`src/pkg/dci_regs.svh`:
```
// Constants for the daisy-chain interrupt logic.
// Assumes inclusion by the package and the design file only.
`ifndef DCI_REGS_SVH
`define DCI_REGS_SVH

`define DCI_LEVELS 6
`define DCI_OP_PREFIX 8'hed
`define DCI_OP_RETURN 8'h4d
`define DCI_VEC_BASE 8'h00
`define DCI_VEC_LSB 1
`define DCI_LVL_W 3

`endif

```
`src/pkg/dci_pkg.sv`:
```
// Types for the daisy-chain interrupt logic.
// Assumes dci_regs.svh is on the include path.
`include "dci_regs.svh"

package dci_pkg;
    typedef logic [`DCI_LEVELS-1:0] dci_lvl_t;
    typedef logic [7:0] dci_byte_t;

    // Processor bus strobes, all active low, plus the data bus value
    typedef struct packed {
        logic opcode_fetch_n;
        logic io_request_n;
        logic read_n;
        dci_byte_t data;
    } dci_bus_s;

    typedef enum logic [1:0] {
        DCI_IDLE,
        DCI_PREFIX_SEEN
    } dci_dec_e;
endpackage : dci_pkg

```
`src/design/dci_daisy_chain.sv`:
```
// Daisy-chain interrupt logic for a two-channel serial controller.
// Assumes bus strobes and chain input arrive asynchronously from pins;
// source requests and the return command come from same-clock logic.
//
// Function
// - Drive interrupt request low while any level above every in-service one is pending.
// - No pending or in-service level: chain enable out follows in.
// - Pending or in-service level: chain enable out held low.
// - Interrupt status frozen while opcode fetch strobe is low.
// - Acknowledge with chain enable in high: drive vector, set in-service.
// - After prefix fetch, pending unacknowledged levels no longer block chain.
// - Return opcode after prefix clears in-service of chain-selected device.
// - Software return command clears the serviced in-service latch.
// - Six internal levels, fixed priority, channel A above channel B.
// - Higher level may nest over lower; lower resumes after clear.
`timescale 1ns/100ps
`include "dci_regs.svh"

module dci_daisy_chain (
    input wire logic mclk,
    input wire logic rst_b,
    input wire dci_pkg::dci_bus_s bus_pin,
    input wire logic chain_enable_in,
    input wire dci_pkg::dci_lvl_t source_req,
    input wire logic return_cmd,
    input wire logic [7:0] vector_base,
    output logic int_req_n,
    output logic chain_enable_out,
    output dci_pkg::dci_byte_t data_out,
    output logic data_oe,
    output dci_pkg::dci_lvl_t in_service
);
    import dci_pkg::*;

    // ------------------------------------------------------------
    // Functions
    // ------------------------------------------------------------
    // Bit 0 is the highest level (channel A receive)
    // Scans from the lowest level up, so the last hit, the highest, wins
    function automatic dci_lvl_t dci_top(input dci_lvl_t v);
        dci_lvl_t r;
        r = '0;
        for (int i = `DCI_LEVELS - 1; i >= 0; i--) begin
            if (v[i]) begin
                r = '0;
                r[i] = 1'b1;
            end
        end
        return r;
    endfunction : dci_top

    // Mask of all levels below (lower priority than) the given one-hot level
    function automatic dci_lvl_t dci_below(input dci_lvl_t onehot);
        dci_lvl_t r;
        r = '0;
        for (int i = 1; i < `DCI_LEVELS; i++) begin
            r[i] = r[i-1] | onehot[i-1];
        end
        return r;
    endfunction : dci_below

    function automatic logic [`DCI_LVL_W-1:0] dci_index(input dci_lvl_t onehot);
        logic [`DCI_LVL_W-1:0] r;
        r = '0;
        for (int i = 0; i < `DCI_LEVELS; i++) begin
            if (onehot[i]) begin
                r = `DCI_LVL_W'(i);
            end
        end
        return r;
    endfunction : dci_index

    // Level index lands in the vector field; the base supplies the other bits
    function automatic dci_byte_t dci_vector(input dci_byte_t base, input dci_lvl_t onehot);
        dci_byte_t field;
        field = dci_byte_t'(dci_index(onehot));
        return base | (field << `DCI_VEC_LSB);
    endfunction : dci_vector

    // ------------------------------------------------------------
    // Pin synchronisers
    // ------------------------------------------------------------
    dci_bus_s bus_meta;
    dci_bus_s bus_sync;
    logic iei_meta;
    logic iei_sync;
    logic io_request_n_prev;
    logic fetch_prev;

    // Strobes reset to their idle level so no false edge follows reset.
    // Data is only read at a strobe edge, long after it has settled.
    always_ff @(posedge mclk or negedge rst_b) begin
        if (!rst_b) begin
            bus_meta <= '{opcode_fetch_n: 1'b1, io_request_n: 1'b1, read_n: 1'b1, data: '0};
            bus_sync <= '{opcode_fetch_n: 1'b1, io_request_n: 1'b1, read_n: 1'b1, data: '0};
        end else begin
            bus_meta <= bus_pin;
            bus_sync <= bus_meta;
        end
    end

    // Chain input resets low: the output stays low until the pin is seen,
    // which keeps devices further down quiet for the first cycles after reset
    always_ff @(posedge mclk or negedge rst_b) begin
        if (!rst_b) begin
            iei_meta <= 1'b0;
            iei_sync <= 1'b0;
        end else begin
            iei_meta <= chain_enable_in;
            iei_sync <= iei_meta;
        end
    end

    // Previous synchronised strobes, for edge detection
    always_ff @(posedge mclk or negedge rst_b) begin
        if (!rst_b) begin
            io_request_n_prev <= 1'b1;
            fetch_prev <= 1'b1;
        end else begin
            io_request_n_prev <= bus_sync.io_request_n;
            fetch_prev <= bus_sync.opcode_fetch_n;
        end
    end

    logic fetching;
    logic ack_cycle;
    logic ack_start;
    logic fetch_read;
    logic fetch_end;

    assign fetching = !bus_sync.opcode_fetch_n;
    // Acknowledge is fetch plus I/O request together
    assign ack_cycle = fetching && !bus_sync.io_request_n;
    assign ack_start = ack_cycle && io_request_n_prev;
    assign fetch_end = !fetch_prev && !fetching;
    // Opcode byte is taken as the fetch strobe rises. Both strobes rise together
    // at the end of an acknowledge, so the I/O strobe must have been high before
    // as well, or the acknowledge would be decoded as an opcode.
    assign fetch_read = fetch_end && io_request_n_prev && bus_sync.io_request_n;

    // ------------------------------------------------------------
    // Pending state
    // ------------------------------------------------------------
    dci_lvl_t pending;
    dci_lvl_t served_sel;
    dci_lvl_t next_pending;

    // A source must drop its request once served; one still high when its
    // latch clears is taken as a new request
    // Sources sampled only outside a fetch so the chain stays put
    always_comb begin
        next_pending = pending;
        if (!fetching) begin
            next_pending = source_req & ~in_service;
        end
    end

    always_ff @(posedge mclk or negedge rst_b) begin
        if (!rst_b) begin
            pending <= '0;
        end else begin
            pending <= next_pending;
        end
    end

    // ------------------------------------------------------------
    // Return opcode decoder
    // ------------------------------------------------------------
    dci_dec_e dec_state;
    logic prefix_seen;

    always_ff @(posedge mclk or negedge rst_b) begin
        if (!rst_b) begin
            dec_state <= DCI_IDLE;
        end else if (fetch_read) begin
            case (dec_state)
                DCI_IDLE: begin
                    if (bus_sync.data == `DCI_OP_PREFIX) begin
                        dec_state <= DCI_PREFIX_SEEN;
                    end
                end
                DCI_PREFIX_SEEN: begin
                    if (bus_sync.data == `DCI_OP_PREFIX) begin
                        dec_state <= DCI_PREFIX_SEEN;
                    end else begin
                        dec_state <= DCI_IDLE;
                    end
                end
                default: begin
                    dec_state <= DCI_IDLE;
                end
            endcase
        end
    end

    // A repeated prefix keeps the decoder armed; any other byte disarms it
    assign prefix_seen = (dec_state == DCI_PREFIX_SEEN);

    // ------------------------------------------------------------
    // Internal chain: each level blocks those below it
    // ------------------------------------------------------------
    dci_lvl_t blockers;
    dci_lvl_t ack_sel;
    logic chain_busy;

    always_comb begin
        // After the prefix, unacknowledged levels stop blocking
        blockers = prefix_seen ? in_service : (pending | in_service);
        // Nesting: only a pending level above every in-service one wins
        ack_sel = dci_top(pending | in_service) & pending;
        served_sel = dci_top(in_service);
        chain_busy = |blockers;
    end

    // ------------------------------------------------------------
    // Request visibility
    // ------------------------------------------------------------
    dci_lvl_t shadowed;
    dci_lvl_t visible;

    // A level below the top in-service one waits until that service ends,
    // so the processor is not pulled away for a request it cannot take yet
    always_comb begin
        shadowed = dci_below(dci_top(in_service)) | in_service;
        visible = pending & ~shadowed;
    end

    // ------------------------------------------------------------
    // Acknowledge and return events
    // ------------------------------------------------------------
    logic ack_grant;
    logic return_match;
    logic opcode_clear;
    logic command_clear;

    // Only the device whose chain input is high may answer
    assign ack_grant = ack_start && iei_sync && |ack_sel;
    assign return_match = fetch_read && prefix_seen && bus_sync.data == `DCI_OP_RETURN;
    // Chain input high and output low marks the device being served
    assign opcode_clear = return_match && iei_sync && |in_service;
    assign command_clear = return_cmd && |in_service;

    // ------------------------------------------------------------
    // In-service latches
    // ------------------------------------------------------------
    // An acknowledge outranks a clear in the same cycle: a command pulse
    // that meets an acknowledge is dropped, so it must not be issued then
    always_ff @(posedge mclk or negedge rst_b) begin
        if (!rst_b) begin
            in_service <= '0;
        end else begin
            if (ack_grant) begin
                in_service <= in_service | ack_sel;
            end else if (opcode_clear) begin
                in_service <= in_service & ~served_sel;
            end else if (command_clear) begin
                in_service <= in_service & ~served_sel;
            end
        end
    end

    // ------------------------------------------------------------
    // Outputs
    // ------------------------------------------------------------
    always_ff @(posedge mclk or negedge rst_b) begin
        if (!rst_b) begin
            int_req_n <= 1'b1;
        end else begin
            int_req_n <= !(|visible);
        end
    end

    // Chain input passes one flop behind its synchroniser
    always_ff @(posedge mclk or negedge rst_b) begin
        if (!rst_b) begin
            chain_enable_out <= 1'b0;
        end else begin
            chain_enable_out <= iei_sync && !chain_busy;
        end
    end

    // Vector is loaded once per acknowledge and left in place afterwards;
    // only the drive enable tells the bus whether it is valid
    always_ff @(posedge mclk or negedge rst_b) begin
        if (!rst_b) begin
            data_out <= '0;
        end else if (ack_grant) begin
            data_out <= dci_vector(vector_base, ack_sel);
        end
    end

    // Drive holds for the whole acknowledge; dropped when either strobe rises
    always_ff @(posedge mclk or negedge rst_b) begin
        if (!rst_b) begin
            data_oe <= 1'b0;
        end else if (ack_grant) begin
            data_oe <= 1'b1;
        end else if (!ack_cycle || fetch_end) begin
            data_oe <= 1'b0;
        end
    end

    // Read strobe is synchronised with the rest of the bus but not needed:
    // fetch and acknowledge are told apart by the two other strobes
    logic unused_read;
    assign unused_read = bus_sync.read_n;

endmodule : dci_daisy_chain

```
`config.mk`:
```
export PLATFORM = sky130hd
export DESIGN_NAME = dci_daisy_chain
export DESIGN_NICKNAME = d
export VERILOG_FILES = /design/src/pkg/dci_pkg.sv /design/src/design/dci_daisy_chain.sv
export VERILOG_INCLUDE_DIRS = /design/src /design/src/pkg
export SDC_FILE = /design/constraint.sdc
export NUM_CORES = 1
export LEC_CHECK = 0
export ABC_AREA = 0
export BUFFER_PORTS_ARGS = -buffer_cell sky130_fd_sc_hd__buf_4
export CAP_MARGIN = 10
export CORE_ASPECT_RATIO = 1.5
export CORE_UTILIZATION = 51
export DETAILED_ROUTE_END_ITERATION = 8
export PLACE_DENSITY = 0.86
export SKIP_LAST_GASP = 1
export SYNTH_ARGS = -nofsm -noshare
export SYNTH_HDL_FRONTEND = slang
export SYNTH_SLANG_ARGS = --single-unit
```
`constraint.sdc`:
```
create_clock -name mclk -period 2.2 [get_ports mclk]
set_clock_uncertainty 0.1 [all_clocks]
set_input_delay 0.22 -clock mclk [delete_from_list [all_inputs] [get_ports mclk]]
set_output_delay 0.22 -clock mclk [all_outputs]
set_load 0.02 [all_outputs]
```
Word-level counts from Yosys, hierarchy flattened. Index checks and enable logic that the tools add are counted.

Equality and inequality tests: 4. Mux-type cells: 27. Bitwise operators: 15. Reductions and logical operators: 28.

Operator list (number): 2-to-1 mux 6 bit (16); bitwise AND 6 bit (4); OR reduction 6 bit (4); inverter 6 bit (3); bitwise OR 6 bit (3); 2-to-1 mux 3 bit (5); logical AND 1 bit (13); == test 8 x 7 -> 1 bit (second input constant) (1); == test 8 bit (second input constant) (1); bitwise OR 8 x 4 -> 8 bit (1); logical NOT 1 bit (6); 2-to-1 mux 1 bit (4); bitwise OR 1 bit (4); case mux 2 bit (2 select lines) (1); nonzero test 3 bit (1); == test 2 x 1 -> 1 bit (second input constant) (1); logical NOT 2 bit (1); 2-to-1 mux 2 bit (1); != test 2 bit (second input constant) (1); AND reduction 2 bit (1); nonzero test 2 bit (1); logical OR 1 bit (1).

Output and inout bits: 17. Register bits after elaboration: 49.

Depth between registers and ports, before layout. Gate-level depths: netlist (run 1).

Depth in word-level cells: 15. Gate-level depth with buffers: 6. Depth with buffers taken out: 5.

Worst setup path before layout (run 1). OpenSTA, ideal clock, no wires.

Path kind: reg2reg. Start: register in_service[0]. End: register in_service[4]. Stages on the path, launching flop included: 7. Slack: 363 ps. Setup time: 124 ps. Clock period less this slack: 1837 ps. Data arrival time: 1613 ps. Cell sequence: dfrtp_1 -> nor2b_1 -> nor4_2 -> a21oi_4 -> buf_6 -> o31ai_1 -> nand2_1.

Longest elaborated chain between the ends: 6.

RTL lines: from (decl) (RTL line dci_daisy_chain.sv:31) `output dci_pkg::dci_lvl_t in_service`; from (signal assigned) (RTL line dci_daisy_chain.sv:253) `in_service <= in_service | ack_sel;`; from (signal assigned) (RTL line dci_daisy_chain.sv:255) `in_service <= in_service & ~served_sel;`; from (signal assigned) (RTL line dci_daisy_chain.sv:257) `in_service <= in_service & ~served_sel;`; bitwise OR 6 bit / 2-to-1 mux 6 bit (equally long branches) (RTL line dci_daisy_chain.sv:210, dci_daisy_chain.sv:44); 2-to-1 mux 6 bit / inverter 6 bit (equally long branches) (RTL line dci_daisy_chain.sv:44, dci_daisy_chain.sv:255, dci_daisy_chain.sv:257); bitwise AND 6 bit (on tied branches) (RTL line dci_daisy_chain.sv:210, dci_daisy_chain.sv:255, dci_daisy_chain.sv:257); OR reduction 6 bit / 2-to-1 mux 6 bit (equally long branches) (RTL line dci_daisy_chain.sv:237, dci_daisy_chain.sv:256); logical AND 1 bit / 2-to-1 mux 6 bit (equally long branches) (RTL line dci_daisy_chain.sv:237, dci_daisy_chain.sv:254); nonzero test 3 bit (no line) / 2-to-1 mux 6 bit (equally long branches).

Several ways; a longest one is shown, not always the timed one. The select of a mux whose other input is x is not followed. A chain may end at the register's enable or synchronous reset.

Worst setup path after layout (run 1).
Start: register in_service[2]. End: register data_out[0].

Longest elaborated chain between the ends: 7.

RTL lines: bitwise OR 6 bit (RTL line dci_daisy_chain.sv:210) `ack_sel = dci_top(pending | in_service) & pending;`; 2-to-1 mux 6 bit (3 in a row) (RTL line dci_daisy_chain.sv:44) `if (v[i]) begin`; bitwise AND 6 bit (RTL line dci_daisy_chain.sv:210); OR reduction 6 bit (RTL line dci_daisy_chain.sv:237) `assign ack_grant = ack_start && iei_sync && |ack_sel;`; logical AND 1 bit (RTL line dci_daisy_chain.sv:237); to (signal assigned) (RTL line dci_daisy_chain.sv:288) `data_out <= dci_vector(vector_base, ack_sel);`; to (decl) (RTL line dci_daisy_chain.sv:29) `output dci_pkg::dci_byte_t data_out,`.

No other way between the ends.

==> results of run 1 <==
==> through the flow <==
| step | util, % | hold WS (ns) | power, mW |
|---|---|---|---|
| floorplan | - | -0.1756 | 1.606 |
| global placement | 64.87 | 0.1389 | 1.911 |
| detailed placement | 64.87 | 0.1542 | 1.939 |
| CTS | 72.42 | 0.03643 | 2.718 |
| global route | 72.86 | 0.03514 | 2.833 |
| finish | 72.86 | 0.03806 | 2.727 |
==> cells in the mapped netlist <==
library cell  number
a21bo_2            1
a21o_1             1
a21oi_1            9
a21oi_4            1
a31o_2             2
a31oi_1            5
a41oi_1            2
a41oi_2            1
and2_1             1
and4bb_2           1
buf_6              1
clkbuf_1           1
dfrtp_1           41
dfstp_2            7
inv_1              8
mux2_2             5
nand2_1            6
nand2b_1           1
nand3_1            4
nand3b_1           3
nand4b_1           1
nor2_1            14
nor2b_1            4
nor3_1             2
nor3_2             1
nor4_1             1
nor4_2             2
nor4_4             1
nor4bb_1           1
o211a_1            1
o21ai_0            5
o22a_1             1
o31ai_1            2
o31ai_2            1
or4_1              2
==> flip-flops by register name, indices dropped and copies added (netlist names), 6 cells and up <==
name	flops
bus_meta	10
bus_sync	10
data_out	8
in_service	6
pending	6
==> critical path, delay by kind of cell (launching register included) <==
family,cells,cell delay (ns)
compound gates,2,0.69
mux,1,0.39
flops,1,0.47
simple gates,1,0.30
==> cells by family after synthesis <==
| kind of cell | Yosys count |
|---|---|
| DFF | 48 |
| and+or+nand+nor | 45 |
| buffers and inverters | 10 |
| muxes | 5 |
| AOI/OAI and AO/OA | 32 |
==> worst max-delay path by stage <==
stage,startpoint,end,slack (ns),cells after the start
floorplan,in_service[0]$_DFFE_PN0P_,in_service[4]$_DFFE_PN0P_,0.36,6
global placement,in_service[2]$_DFFE_PN0P_,data_out[0]$_DFFE_PN0N_,0.20,4
detailed placement,bus_sync[10]$_DFF_PN1_,in_service[3]$_DFFE_PN0P_,0.10,5
CTS,bus_sync[10]$_DFF_PN1_,in_service[3]$_DFFE_PN0P_,0.1,5
global route,in_service[2]$_DFFE_PN0P_,in_service[3]$_DFFE_PN0P_,0.05,5
finish,in_service[2]$_DFFE_PN0P_,data_out[0]$_DFFE_PN0N_,0.15,4
==> what timing repair did <==
action | CTS | global route
endpoints found under the hold margin | 52 | 0
endpoints found under the setup margin | 0 | 3
hold buffers | 12 | 0
setup buffers | 0 | 2
==> power breakdown <==
group | internal, mW | leakage, nW | switching (mW)
Clock | 0.457 | 0.0687 | 0.303
Combinational | 0.365 | 0.517 | 0.433
Sequential | 1.03 | 0.572 | 0.134
Total | 1.86 | 1.16 | 0.871
==> per-layer routing <==
| layer | global-route usage, % | part of all wire, % | vias up |
|---|---|---|---|
| met5 | 0 | 0 | - |
| met4 | 16.67 | 4.1 | 0 |
| met3 | 5.253 | 5.4 | 21 |
| met2 | 37.48 | 53 | 62 |
| met1 | 25.17 | 37 | 699 |
| li1 | - | - | 630 |
==> final cells by class <==
type                       instances  area, um^2  area share [%]
clock buffer                       5       68.82           2.765
clock inverter                     3       68.82           2.765
inverter                           8       30.03           1.207
multi-input combinational         82       563.0           22.62
sequential                        48        1210           48.62
tap                               42       52.55           2.112
timing repair buffer              62       495.5           19.91
==> qor.csv, run 1 <==
stage,metric,value,unit
place,Setup WS pre-CTS,0.1018,ns
critical_path,FF-to-FF End,data_out[0]$_DFFE_PN0N_,
logic_synthesis,mux cell area share after synthesis,3.097,%
routing,DRT Pass-1 Iters,4,
global_routing,largest net degree at the start of global routing,49,
timing,final hold violation count,0,
timing,Setup Total Neg Slack,0,ns
power,worst vdd ir,0.8073,mV
global_routing,total global routing overflow,0,
logic_synthesis,Synth Area in Compound Gates,12.80,%
layout,Antenna diodes,0,
cts,Root Driver,clkbuf_8,
place,"Cell Area, Placed",2216,um^2
routing,antenna-violating nets left,0,
cts,clock latency on the worst-skew pair,0.31,ns
place,Placer Congestion,0.8645,
routing,Iter 0 DRT Violations,38,
floorplan,Die Area,3812,um^2
timing,period utilization,93.28,%
run,# Max-Cap Violations,0,
place,port bufs,44,
critical_path,critical path class,reg2reg,
layout,"Area growth, synth to finish",36.89,%
worst_hold_path,hold path cells,2,
worst_hold_path,hold crit path type,in2reg,
critical_path,CP endpoint kind,register,
run_status,status,"finished, final reports clean",
routing,Avg WL per Cell,15.48,um
logic_synthesis,fraction of post-synthesis cell area in the top cell type by area,56.43,%
power,PD cells,1096,nW/um^2
cts,CTS tree,built,
routing,via/cell ratio,5.648,
cts,"Reg clk slew, reported paths",0.09,ns
critical_path,worst r2r src,in_service[2]$_DFFE_PN0P_,
logic_synthesis,net count after synthesis,169,
global_routing,gr usage total,22.52,%
logic_synthesis,Yosys top cell by area,dfrtp_1,
worst_hold_path,min-delay src,vector_base[5],
floorplan,Core Area,3416,um^2
logic_synthesis,mapped cell area,1818,um^2
global_routing,first-pass GRT wire length,6065,um
power,Pleak,1.158,nW
logic_synthesis,Synth cell types,35,
timing,Slew @ Worst Pin,0.5731,ns
routing,Remaining DRCs,0,
floorplan,I/O pins,46,
cts,CTS Buffer Depth,2,
logic_synthesis,largest family of logic cells by synthesized area,simple AND/OR/NAND/NOR gates,
layout,Finished Cell Area,2489,um^2
layout,share of post-route cells with drive strength above 1,38.94,%
timing,relative max-transition margin,61.80,%
timing,RSZ-0062 raised after global routing,no,
routing,drt total wl,3870,um
timing,final worst slack,0.1479,ns
global_routing,initial antenna violation count,0,
critical_path,Worst Path Arrival,2.15,ns
routing,routed vias,1412,
critical_path,Critical Path RT,2.30,ns
critical_path,slowest CP cell,dfrtp_1,
logic_synthesis,XOR/XNOR share of the synthesized area,0,%
layout,nets,236,
logic_synthesis,register bit total from synthesis,48,
layout,Post-Layout Cell Count,250,
critical_path,flop2flop setup slack,0.15,ns
logic_synthesis,largest cells by area after synthesis,"dfrtp_1 (56%), dfstp_2 (10%), mux2_2 (3.1%), nor2_1 (2.9%), a21oi_1 (2.5%)",
floorplan,initial core utilization,53.22,%
timing,Final min period,2.052,ns
cts,H-tree Lvls,2,
global_routing,number of global-route vias before repair,1377,
critical_path,crit-path cells,nor4_2 -> a21bo_2 -> a21oi_4 -> mux2_2,
logic_synthesis,Synth Instances,140,
place,post-DP HPWL,2467,um
worst_hold_path,end of the worst hold path,data_out[5]$_DFFE_PN0N_,
critical_path,Worst path max stage delay,0.47,ns
logic_synthesis,syn avg cell area,12.99,um^2
timing,maximum clock rate,487.3,MHz
timing,final setup fails,0,
timing,Max Slew Vio Count,0,
floorplan,die width,50.75,um
floorplan,Die Ht,75.12,um
layout,most frequent cells in the layout,"buf_4 (50), dfrtp_1 (41), nor2_1 (14), dlygate4sd3_1 (12), a21oi_1 (9)",
critical_path,Worst R2R Path Depth,4,
cts,CTS Buf Count,5,
logic_synthesis,adder-cell share of the synthesized area,0,%
logic_synthesis,Simple-Gate Fraction of Synth Area,15.07,%
logic_synthesis,sequential fraction of the synthesis area,66.55,%
cts,total clock sinks,48,
place,DP Cell Count,228,
critical_path,crit path max fanout,16,
layout,# fillers,228,
layout,"most common cell after layout, fill and taps aside",buf_4,
logic_synthesis,Syn. warnings,0,
floorplan,Cell Rows,26,
cts,post-CTS sizing,0,
critical_path,Startpoint Class,register,
Note: power is estimated with default switching activity, not from simulation.
==> inputs of run 2 (changes only) <==
--- a/config.mk
+++ b/config.mk
@@ -6,13 +6,13 @@
 export SDC_FILE = /design/constraint.sdc
 export NUM_CORES = 1
 export LEC_CHECK = 0
-export ABC_AREA = 0
+export ABC_AREA = 1
 export BUFFER_PORTS_ARGS = -buffer_cell sky130_fd_sc_hd__buf_4
 export CAP_MARGIN = 10
 export CORE_ASPECT_RATIO = 1.5
-export CORE_UTILIZATION = 51
+export CORE_UTILIZATION = 52
 export DETAILED_ROUTE_END_ITERATION = 8
-export PLACE_DENSITY = 0.86
+export PLACE_DENSITY = 0.87
 export SKIP_LAST_GASP = 1
 export SYNTH_ARGS = -nofsm -noshare
 export SYNTH_HDL_FRONTEND = slang
==> constraint.sdc (replaced) <==
create_clock -name mclk -period 2.2 [get_ports mclk]
set_clock_uncertainty 0.1 [all_clocks]
set_input_delay 0.11 -clock mclk [delete_from_list [all_inputs] [get_ports mclk]]
set_output_delay 0.11 -clock mclk [all_outputs]
set_load 0.02 [all_outputs]
==> run 2 against run 1 <==
  * Hold slack gained 0.00080 ns
  * Critical path depth grew 5
  * Sequential power shrank 6%
  * Largest cell class unchanged
  * Combinational power shrank 11%
  * Via count grew 12%
  * Global-route usage grew 3.7 points
  * Register-to-register slack gained 0.17 ns
  * Power shrank 5.8%
  * Clock power is essentially flat
  * Critical path type unchanged
  * Synthesized cell count grew 34%
  * Largest power group unchanged
  * Synthesized area grew 1.7%
==> qor.csv, run 2 <==
stage,metric,value,unit,change
timing,Final min period,1.883,ns,-0.1689 ns
timing,RSZ-0062 raised after global routing,no,,
timing,final worst slack,0.3168,ns,+0.1689 ns
floorplan,Cell Rows,26,,unchanged
routing,antenna-violating nets left,0,,unchanged
place,post-DP HPWL,2511,um,+1.8%
timing,final hold violation count,0,,unchanged
global_routing,first-pass GRT wire length,6996,um,+15%
logic_synthesis,ys async rst share,100.0,%,unchanged
layout,Register Area,1210,um^2,unchanged
floorplan,Core Area,3383,um^2,-0.95%
timing,maximum clock rate,531.0,MHz,+9.0%
timing,final setup fails,0,,unchanged
global_routing,initial antenna violation count,0,,unchanged
routing,DRT Pass-1 Iters,4,,unchanged
logic_synthesis,fraction of post-synthesis cell area in the top cell type by area,55.52,%,-0.92 points
logic_synthesis,net count after synthesis,216,,+28%
global_routing,number of global-route vias before repair,1632,,+19%
timing,Slew @ Worst Pin,0.5709,ns,-0.002207 ns
layout,nets,290,,+23%
layout,Util after Layout,76.96,%,+4.1 points
worst_hold_path,hold path cells,3,,+1
routing,DR top layer,met4,,
routing,Iter 0 DRT Violations,91,,+140%
layout,Largest regs,"bus_meta: 10 flops, bus_sync: 10 flops, data_out: 8 flops",,
worst_hold_path,end of the worst hold path,pending[4]$_DFFE_PN0P_,,
logic_synthesis,register bit total from synthesis,48,,unchanged
critical_path,crit path max fanout,17,,+1
place,DP Cell Count,271,,+19%
place,Placer Congestion,0.8543,,-1.2%
layout,most frequent cells in the layout,"nand2_1 (54), buf_4 (44), dfrtp_1 (41), dlygate4sd3_1 (25), inv_1 (20)",,
logic_synthesis,largest cells by area after synthesis,"dfrtp_1 (56%), nand2_1 (11%), dfstp_2 (10%), inv_1 (4.1%), nand3_1 (4.1%)",,
cts,Root Driver,clkbuf_8,,
floorplan,Die Area,3801,um^2,-0.29%
timing,relative max-transition margin,61.65,%,-0.15 points
timing,period utilization,85.60,%,-7.7 points
power,Comb pwr share,27.7,%,-1.6 points
layout,# fillers,213,,-6.6%
logic_synthesis,Synth Instances,187,,+34%
layout,"most common cell after layout, fill and taps aside",nand2_1,,
floorplan,Die Ht,75.02,um,-0.14%
routing,via/cell ratio,5.197,,-8.0%
logic_synthesis,Yosys top cell by area,dfrtp_1,,
critical_path,flop2flop setup slack,0.32,ns,+0.17 ns
power,PD cells,986.8,nW/um^2,-9.9%
global_routing,largest net degree at the start of global routing,49,,unchanged
layout,Post-Layout Cell Count,304,,+22%
logic_synthesis,Commonest cells post-synth,"nand2_1 (54), dfrtp_1 (41), inv_1 (20), nand3_1 (15), nor2_1 (14)",,
routing,Metal-1 WL,1500,um,+4.8%
cts,setup bufs post-CTS,0,,unchanged
timing,Max Slew Vio Count,0,,unchanged
critical_path,Startpoint Class,register,,
logic_synthesis,Syn. warnings,0,,unchanged
layout,"Area growth, synth to finish",40.89,%,
layout,Multi-input gate area,540.5,um^2,-4.0%
routing,routed vias,1580,,+12%
logic_synthesis,sequential fraction of the synthesis area,65.47,%,-1.1 points
run,# Max-Cap Violations,0,,unchanged
global_routing,gr usage total,26.19,%,+3.7 points
power,Pint,1.752,mW,-5.6%
critical_path,Worst Path Arrival,2.02,ns,-0.13 ns
cts,CTS tree,built,,
global_routing,total global routing overflow,0,,unchanged
logic_synthesis,mapped cell area,1848,um^2,+1.7%
layout,Finished Cell Area,2604,um^2,+4.6%
floorplan,die width,50.68,um,-0.15%
critical_path,worst r2r src,in_service[0]$_DFFE_PN0P_,,
place,port bufs,44,,unchanged
critical_path,Worst R2R Path Depth,9,,+5
timing,Fin Hold WS,0.03886,ns,+0.0007966 ns
cts,clock latency on the worst-skew pair,0.30,ns,about the same
logic_synthesis,Post-synth EDFFs,0,,unchanged
logic_synthesis,most frequent cell after synthesis,nand2_1,,
logic_synthesis,syn avg cell area,9.882,um^2,-24%
worst_hold_path,min-delay src,source_req[4],,
routing,met3 routed WL,177,um,-16%
cts,CTS Buf Count,5,,unchanged
worst_hold_path,hold crit path type,in2reg,,
routing,Remaining DRCs,0,,unchanged
timing,Setup Total Neg Slack,0,ns,unchanged
power,switching share of power,31.83,%,-0.10 points
routing,drt total wl,4312,um,+11%
run_status,status,"finished, final reports clean",,
power,clock power share,29.5,%,+1.6 points
power,part of the power in registers,42.9,%,about the same
routing,metal2 WL,2393,um,+16%
critical_path,FF-to-FF End,data_out[7]$_DFFE_PN0N_,,
layout,share of post-route cells with drive strength above 1,27.48,%,-11 points
place,Setup WS pre-CTS,0.3588,ns,+0.2571 ns
power,total power,2.569,mW,-5.8%
power,total net switching power,817.8,uW,-6.1%
critical_path,Critical Path RT,2.34,ns,+0.04 ns
routing,Avg WL per Cell,14.18,um,-8.4%
cts,total clock sinks,48,,unchanged
logic_synthesis,top_reg_cell synth,dfrtp_1,,
cts,"Reg clk slew, reported paths",0.09,ns,about the same
floorplan,initial core utilization,54.62,%,+1.4 points
cts,H-tree Lvls,2,,unchanged
logic_synthesis,Synth cell types,23,,-34%
power,worst vdd ir,0.8854,mV,+9.7%
floorplan,I/O pins,46,,unchanged
critical_path,critical path class,reg2reg,,
cts,CTS Buffer Depth,2,,unchanged
critical_path,CP endpoint kind,register,,
place,"Cell Area, Placed",2216,um^2,unchanged
layout,Antenna diodes,0,,unchanged
power,Pleak,1.329,nW,+15%
## run 2: cell families after synthesis
family                 synth area share (%)
buffers and inverters                 5.281
and+or+nand+nor                       23.76
DFF                                   65.47
AOI/OAI and AO/OA                     5.484
## run 2: worst max path at each step
stage,endpoint,slack [ns],start
final,data_out[7]$_DFFE_PN0N_,0.32,in_service[0]$_DFFE_PN0P_
after global routing,in_service[2]$_DFFE_PN0P_,0.20,bus_sync[10]$_DFF_PN1_
after CTS,in_service[3]$_DFFE_PN0P_,0.34,bus_sync[10]$_DFF_PN1_
after detailed placement,in_service[3]$_DFFE_PN0P_,0.36,bus_sync[10]$_DFF_PN1_
after global placement,in_service[3]$_DFFE_PN0P_,0.37,bus_sync[10]$_DFF_PN1_
after floorplan,data_out[3]$_DFFE_PN0N_,0.62,in_service[0]$_DFFE_PN0P_
## run 2: power by group through the flow
stage | combinational, mW | sequential (mW) | clock (mW)
finish | 0.711 | 1.10 | 0.757
global route | 0.778 | 1.12 | 0.807
CTS | 0.692 | 1.09 | 0.767
detailed placement | 0.649 | 1.11 | 0
global placement | 0.636 | 1.10 | 0
floorplan | 0.305 | 1.20 | 0
## run 2: critical path: stages (launching register included)
cell     delay [ns]
dfrtp_1        0.47
nor2_4         0.17
nand2_2        0.10
a21oi_1        0.21
nor2_1         0.10
nand2_2        0.10
nand2_4        0.15
inv_2          0.23
nand2_1        0.10
nand2_1        0.09
## run 2: area by class of cell
class	count	share of cell area [%]
flip-flops and latches	48	46.47
repair buffers	69	22.30
multi-input cells	115	20.76
inverters	22	3.172
clock buffers	5	2.643
clock inverters	3	2.643
well taps	42	2.018
## run 2: metal layers
layer / global-route usage (%) / up-vias
met1: 27.56 / 758
li1: - / 734
met4: 16.67 / 0
met5: 0 / -
met3: 6.667 / 24
met2: 46.37 / 64
## run 2: repair_timing
action                    CTS  global route
hold buffers               25             0
hold endpoints to repair   65             0
gates resized for setup     0             0
==> inputs of run 3 (changes only) <==
--- a/config.mk
+++ b/config.mk
@@ -10,9 +10,10 @@
 export BUFFER_PORTS_ARGS = -buffer_cell sky130_fd_sc_hd__buf_4
 export CAP_MARGIN = 10
 export CORE_ASPECT_RATIO = 1.5
-export CORE_UTILIZATION = 52
+export CORE_UTILIZATION = 54
+export CTS_BUF_LIST = sky130_fd_sc_hd__clkbuf_4 sky130_fd_sc_hd__clkbuf_8
 export DETAILED_ROUTE_END_ITERATION = 8
-export PLACE_DENSITY = 0.87
+export PLACE_DENSITY = 0.9
 export SKIP_LAST_GASP = 1
 export SYNTH_ARGS = -nofsm -noshare
 export SYNTH_HDL_FRONTEND = slang
==> run 3 against run 2 <==
  * First-iteration DRC count shrank 41%
  * Critical path depth is the same
  * Worst setup slack lost 0.029 ns
  * Critical endpoint is now in_service[1]$_DFFE_PN0P_
  * Largest cell class unchanged
  * Highest routed layer unchanged
==> qor.csv, run 3 (synthesis gave the netlist of run 2 again) <==
stage,metric,value,unit,change
run_status,status,"finished, final reports clean",,
power,Pint,1.645,mW,-6.1%
global_routing,gr usage total,26.82,%,+0.64 points
timing,period utilization,86.91,%,+1.3 points
critical_path,critical path class,reg2reg,,
routing,Avg WL per Cell,14.07,um,-0.81%
cts,CTS Buffer Depth,2,,unchanged
floorplan,Cell Rows,25,,-3.8%
cts,Root Driver,clkbuf_8,,
timing,final hold violation count,0,,unchanged
global_routing,number of global-route vias before repair,1607,,-1.5%
global_routing,initial antenna violation count,0,,unchanged
layout,share of post-route cells with drive strength above 1,27.38,%,-0.10 points
global_routing,largest net degree at the start of global routing,49,,unchanged
timing,Slew @ Worst Pin,0.6133,ns,+0.04245 ns
routing,DRT Pass-1 Iters,4,,unchanged
cts,"Reg clk slew, reported paths",0.09,ns,about the same
floorplan,Die Ht,73.65,um,-1.8%
layout,Largest regs,"bus_meta: 10 flops, bus_sync: 10 flops, data_out: 8 flops",,
critical_path,Critical Path RT,2.30,ns,-0.04 ns
power,Pleak,1.323,nW,-0.45%
place,DP Cell Count,269,,-0.74%
critical_path,Startpoint Class,register,,
cts,H-tree Lvls,2,,unchanged
timing,Setup Total Neg Slack,0,ns,unchanged
layout,"most common cell after layout, fill and taps aside",nand2_1,,
routing,antenna-violating nets left,0,,unchanged
timing,maximum clock rate,523.0,MHz,-1.5%
cts,clock latency on the worst-skew pair,0.30,ns,about the same
cts,CTS tree,built,,
floorplan,die width,49.77,um,-1.8%
timing,relative max-transition margin,58.80,%,-2.9 points
floorplan,Die Area,3665,um^2,-3.6%
floorplan,Core Area,3222,um^2,-4.8%
layout,"Area growth, synth to finish",39.88,%,
cts,total clock sinks,48,,unchanged
power,clock power share,25.7,%,-3.8 points
layout,Util after Layout,80.23,%,+3.3 points
place,Placer Congestion,0.8468,,-0.88%
power,PD cells,944.2,nW/um^2,-4.3%
routing,Remaining DRCs,0,,unchanged
cts,CTS Buf Count,5,,unchanged
timing,Final min period,1.912,ns,+0.02878 ns
layout,Antenna diodes,0,,unchanged
routing,drt total wl,4263,um,-1.1%
timing,Max Slew Vio Count,0,,unchanged
worst_hold_path,hold crit path type,in2reg,,
power,worst vdd ir,0.8277,mV,-6.5%
floorplan,I/O pins,46,,unchanged
global_routing,total global routing overflow,0,,unchanged
place,port bufs,44,,unchanged
routing,via/cell ratio,5.066,,-2.5%
layout,nets,291,,+0.34%
timing,Fin Hold WS,0.08151,ns,+0.04265 ns
routing,Iter 0 DRT Violations,54,,-41%
power,part of the power in registers,45.2,%,+2.3 points
timing,RSZ-0062 raised after global routing,no,,
critical_path,Worst Path Arrival,2.01,ns,about the same
power,total net switching power,796.1,uW,-2.6%
critical_path,CP endpoint kind,register,,
floorplan,initial core utilization,57.36,%,+2.7 points
place,post-DP HPWL,2483,um,-1.1%
global_routing,first-pass GRT wire length,7065,um,+0.99%
critical_path,crit path max fanout,13,,-4
layout,most frequent cells in the layout,"nand2_1 (54), buf_4 (44), dfrtp_1 (41), dlygate4sd3_1 (26), inv_1 (20)",,
layout,Post-Layout Cell Count,303,,-0.33%
timing,final setup fails,0,,unchanged
power,total power,2.441,mW,-5.0%
power,Comb pwr share,29.1,%,+1.4 points
power,switching share of power,32.62,%,+0.79 points
routing,routed vias,1535,,-2.8%
run,# Max-Cap Violations,0,,unchanged
[run 3: changes by cell type in the layout (fill, tap and decap cells not counted)]
cell	before	now
bufinv_16	2	1
clkbuf_4	0	1
clkinv_2	0	1
dlygate4sd3_1	25	26
inv_6	1	0
[run 3: what timing repair did]
action | 4_1_cts | 5_1_grt
hold buffers | 26 | 0
buffers inserted | 0 | 0
gates resized for setup | 0 | 0
endpoints found under the hold margin | 66 | 0
[run 3: power by group through the flow]
stage / clock (mW) / sequential (mW) / combinational [mW]
after floorplan: 0 / 1.20 / 0.305
after global placement: 0 / 1.10 / 0.637
after detailed placement: 0 / 1.11 / 0.657
after CTS: 0.630 / 1.09 / 0.699
after global routing: 0.666 / 1.12 / 0.774
final: 0.628 / 1.10 / 0.710
[run 3: final timing paths]
| check | startpoint | endpoint | slack [ns] | cells after the start |
|---|---|---|---|---|
| max | bus_sync[10]$_DFF_PN1_ | in_service[1]$_DFFE_PN0P_ | 0.29 | 9 |
| min | return_cmd | in_service[0]$_DFFE_PN0P_ | 0.08 | 6 |
| max reg2reg | bus_sync[10]$_DFF_PN1_ | in_service[1]$_DFFE_PN0P_ | 0.29 | 9 |
| min reg2reg | bus_meta[3]$_DFF_PN0_ | bus_sync[3]$_DFF_PN0_ | 0.25 | 0 |
| max in group asynchronous | rst_b | bus_sync[9]$_DFF_PN1_ | 1.37 | 2 |
| min in group asynchronous | rst_b | data_out[1]$_DFFE_PN0N_ | 0.24 | 2 |
[run 3: per-layer routing]
layer  GRT usage, %  routed length [um]  vias to the layer above
met5              0                   0                        -
met4          13.33                 134                        0
met3          6.625                 216                       12
met2          49.25                2353                       52
met1          28.01                1558                      736
li1               -                   -                      735
[run 3: worst max-delay path: stages, from the launching register on]
cell     delay [ns]
dfstp_2        0.67
inv_2          0.09
nor2_1         0.10
nand2_1        0.09
nor2_1         0.10
nand3_1        0.10
a21oi_2        0.30
nand3_1        0.14
nand2_1        0.08
nand2_1        0.05
[run 3: area by class of cell]
| type | instances | area, um^2 |
|---|---|---|
| flip-flops and latches | 48 | 1210 |
| fillers | 178 | 636.9 |
| repair buffers | 70 | 590.6 |
| multi-input cells | 115 | 540.5 |
| inverters | 22 | 82.58 |
| clock buffers | 6 | 76.32 |
| well taps | 40 | 50.05 |
| clock inverters | 2 | 35.03 |
[run 3: per-stage QoR]
step	instance area, um^2	setup slack (ns)
floorplan	1848	0.6215
global placement	2213	0.3808
detailed placement	2213	0.3416
CTS	2585	0.3024
global route	2585	0.1038
finish	2585	0.2880
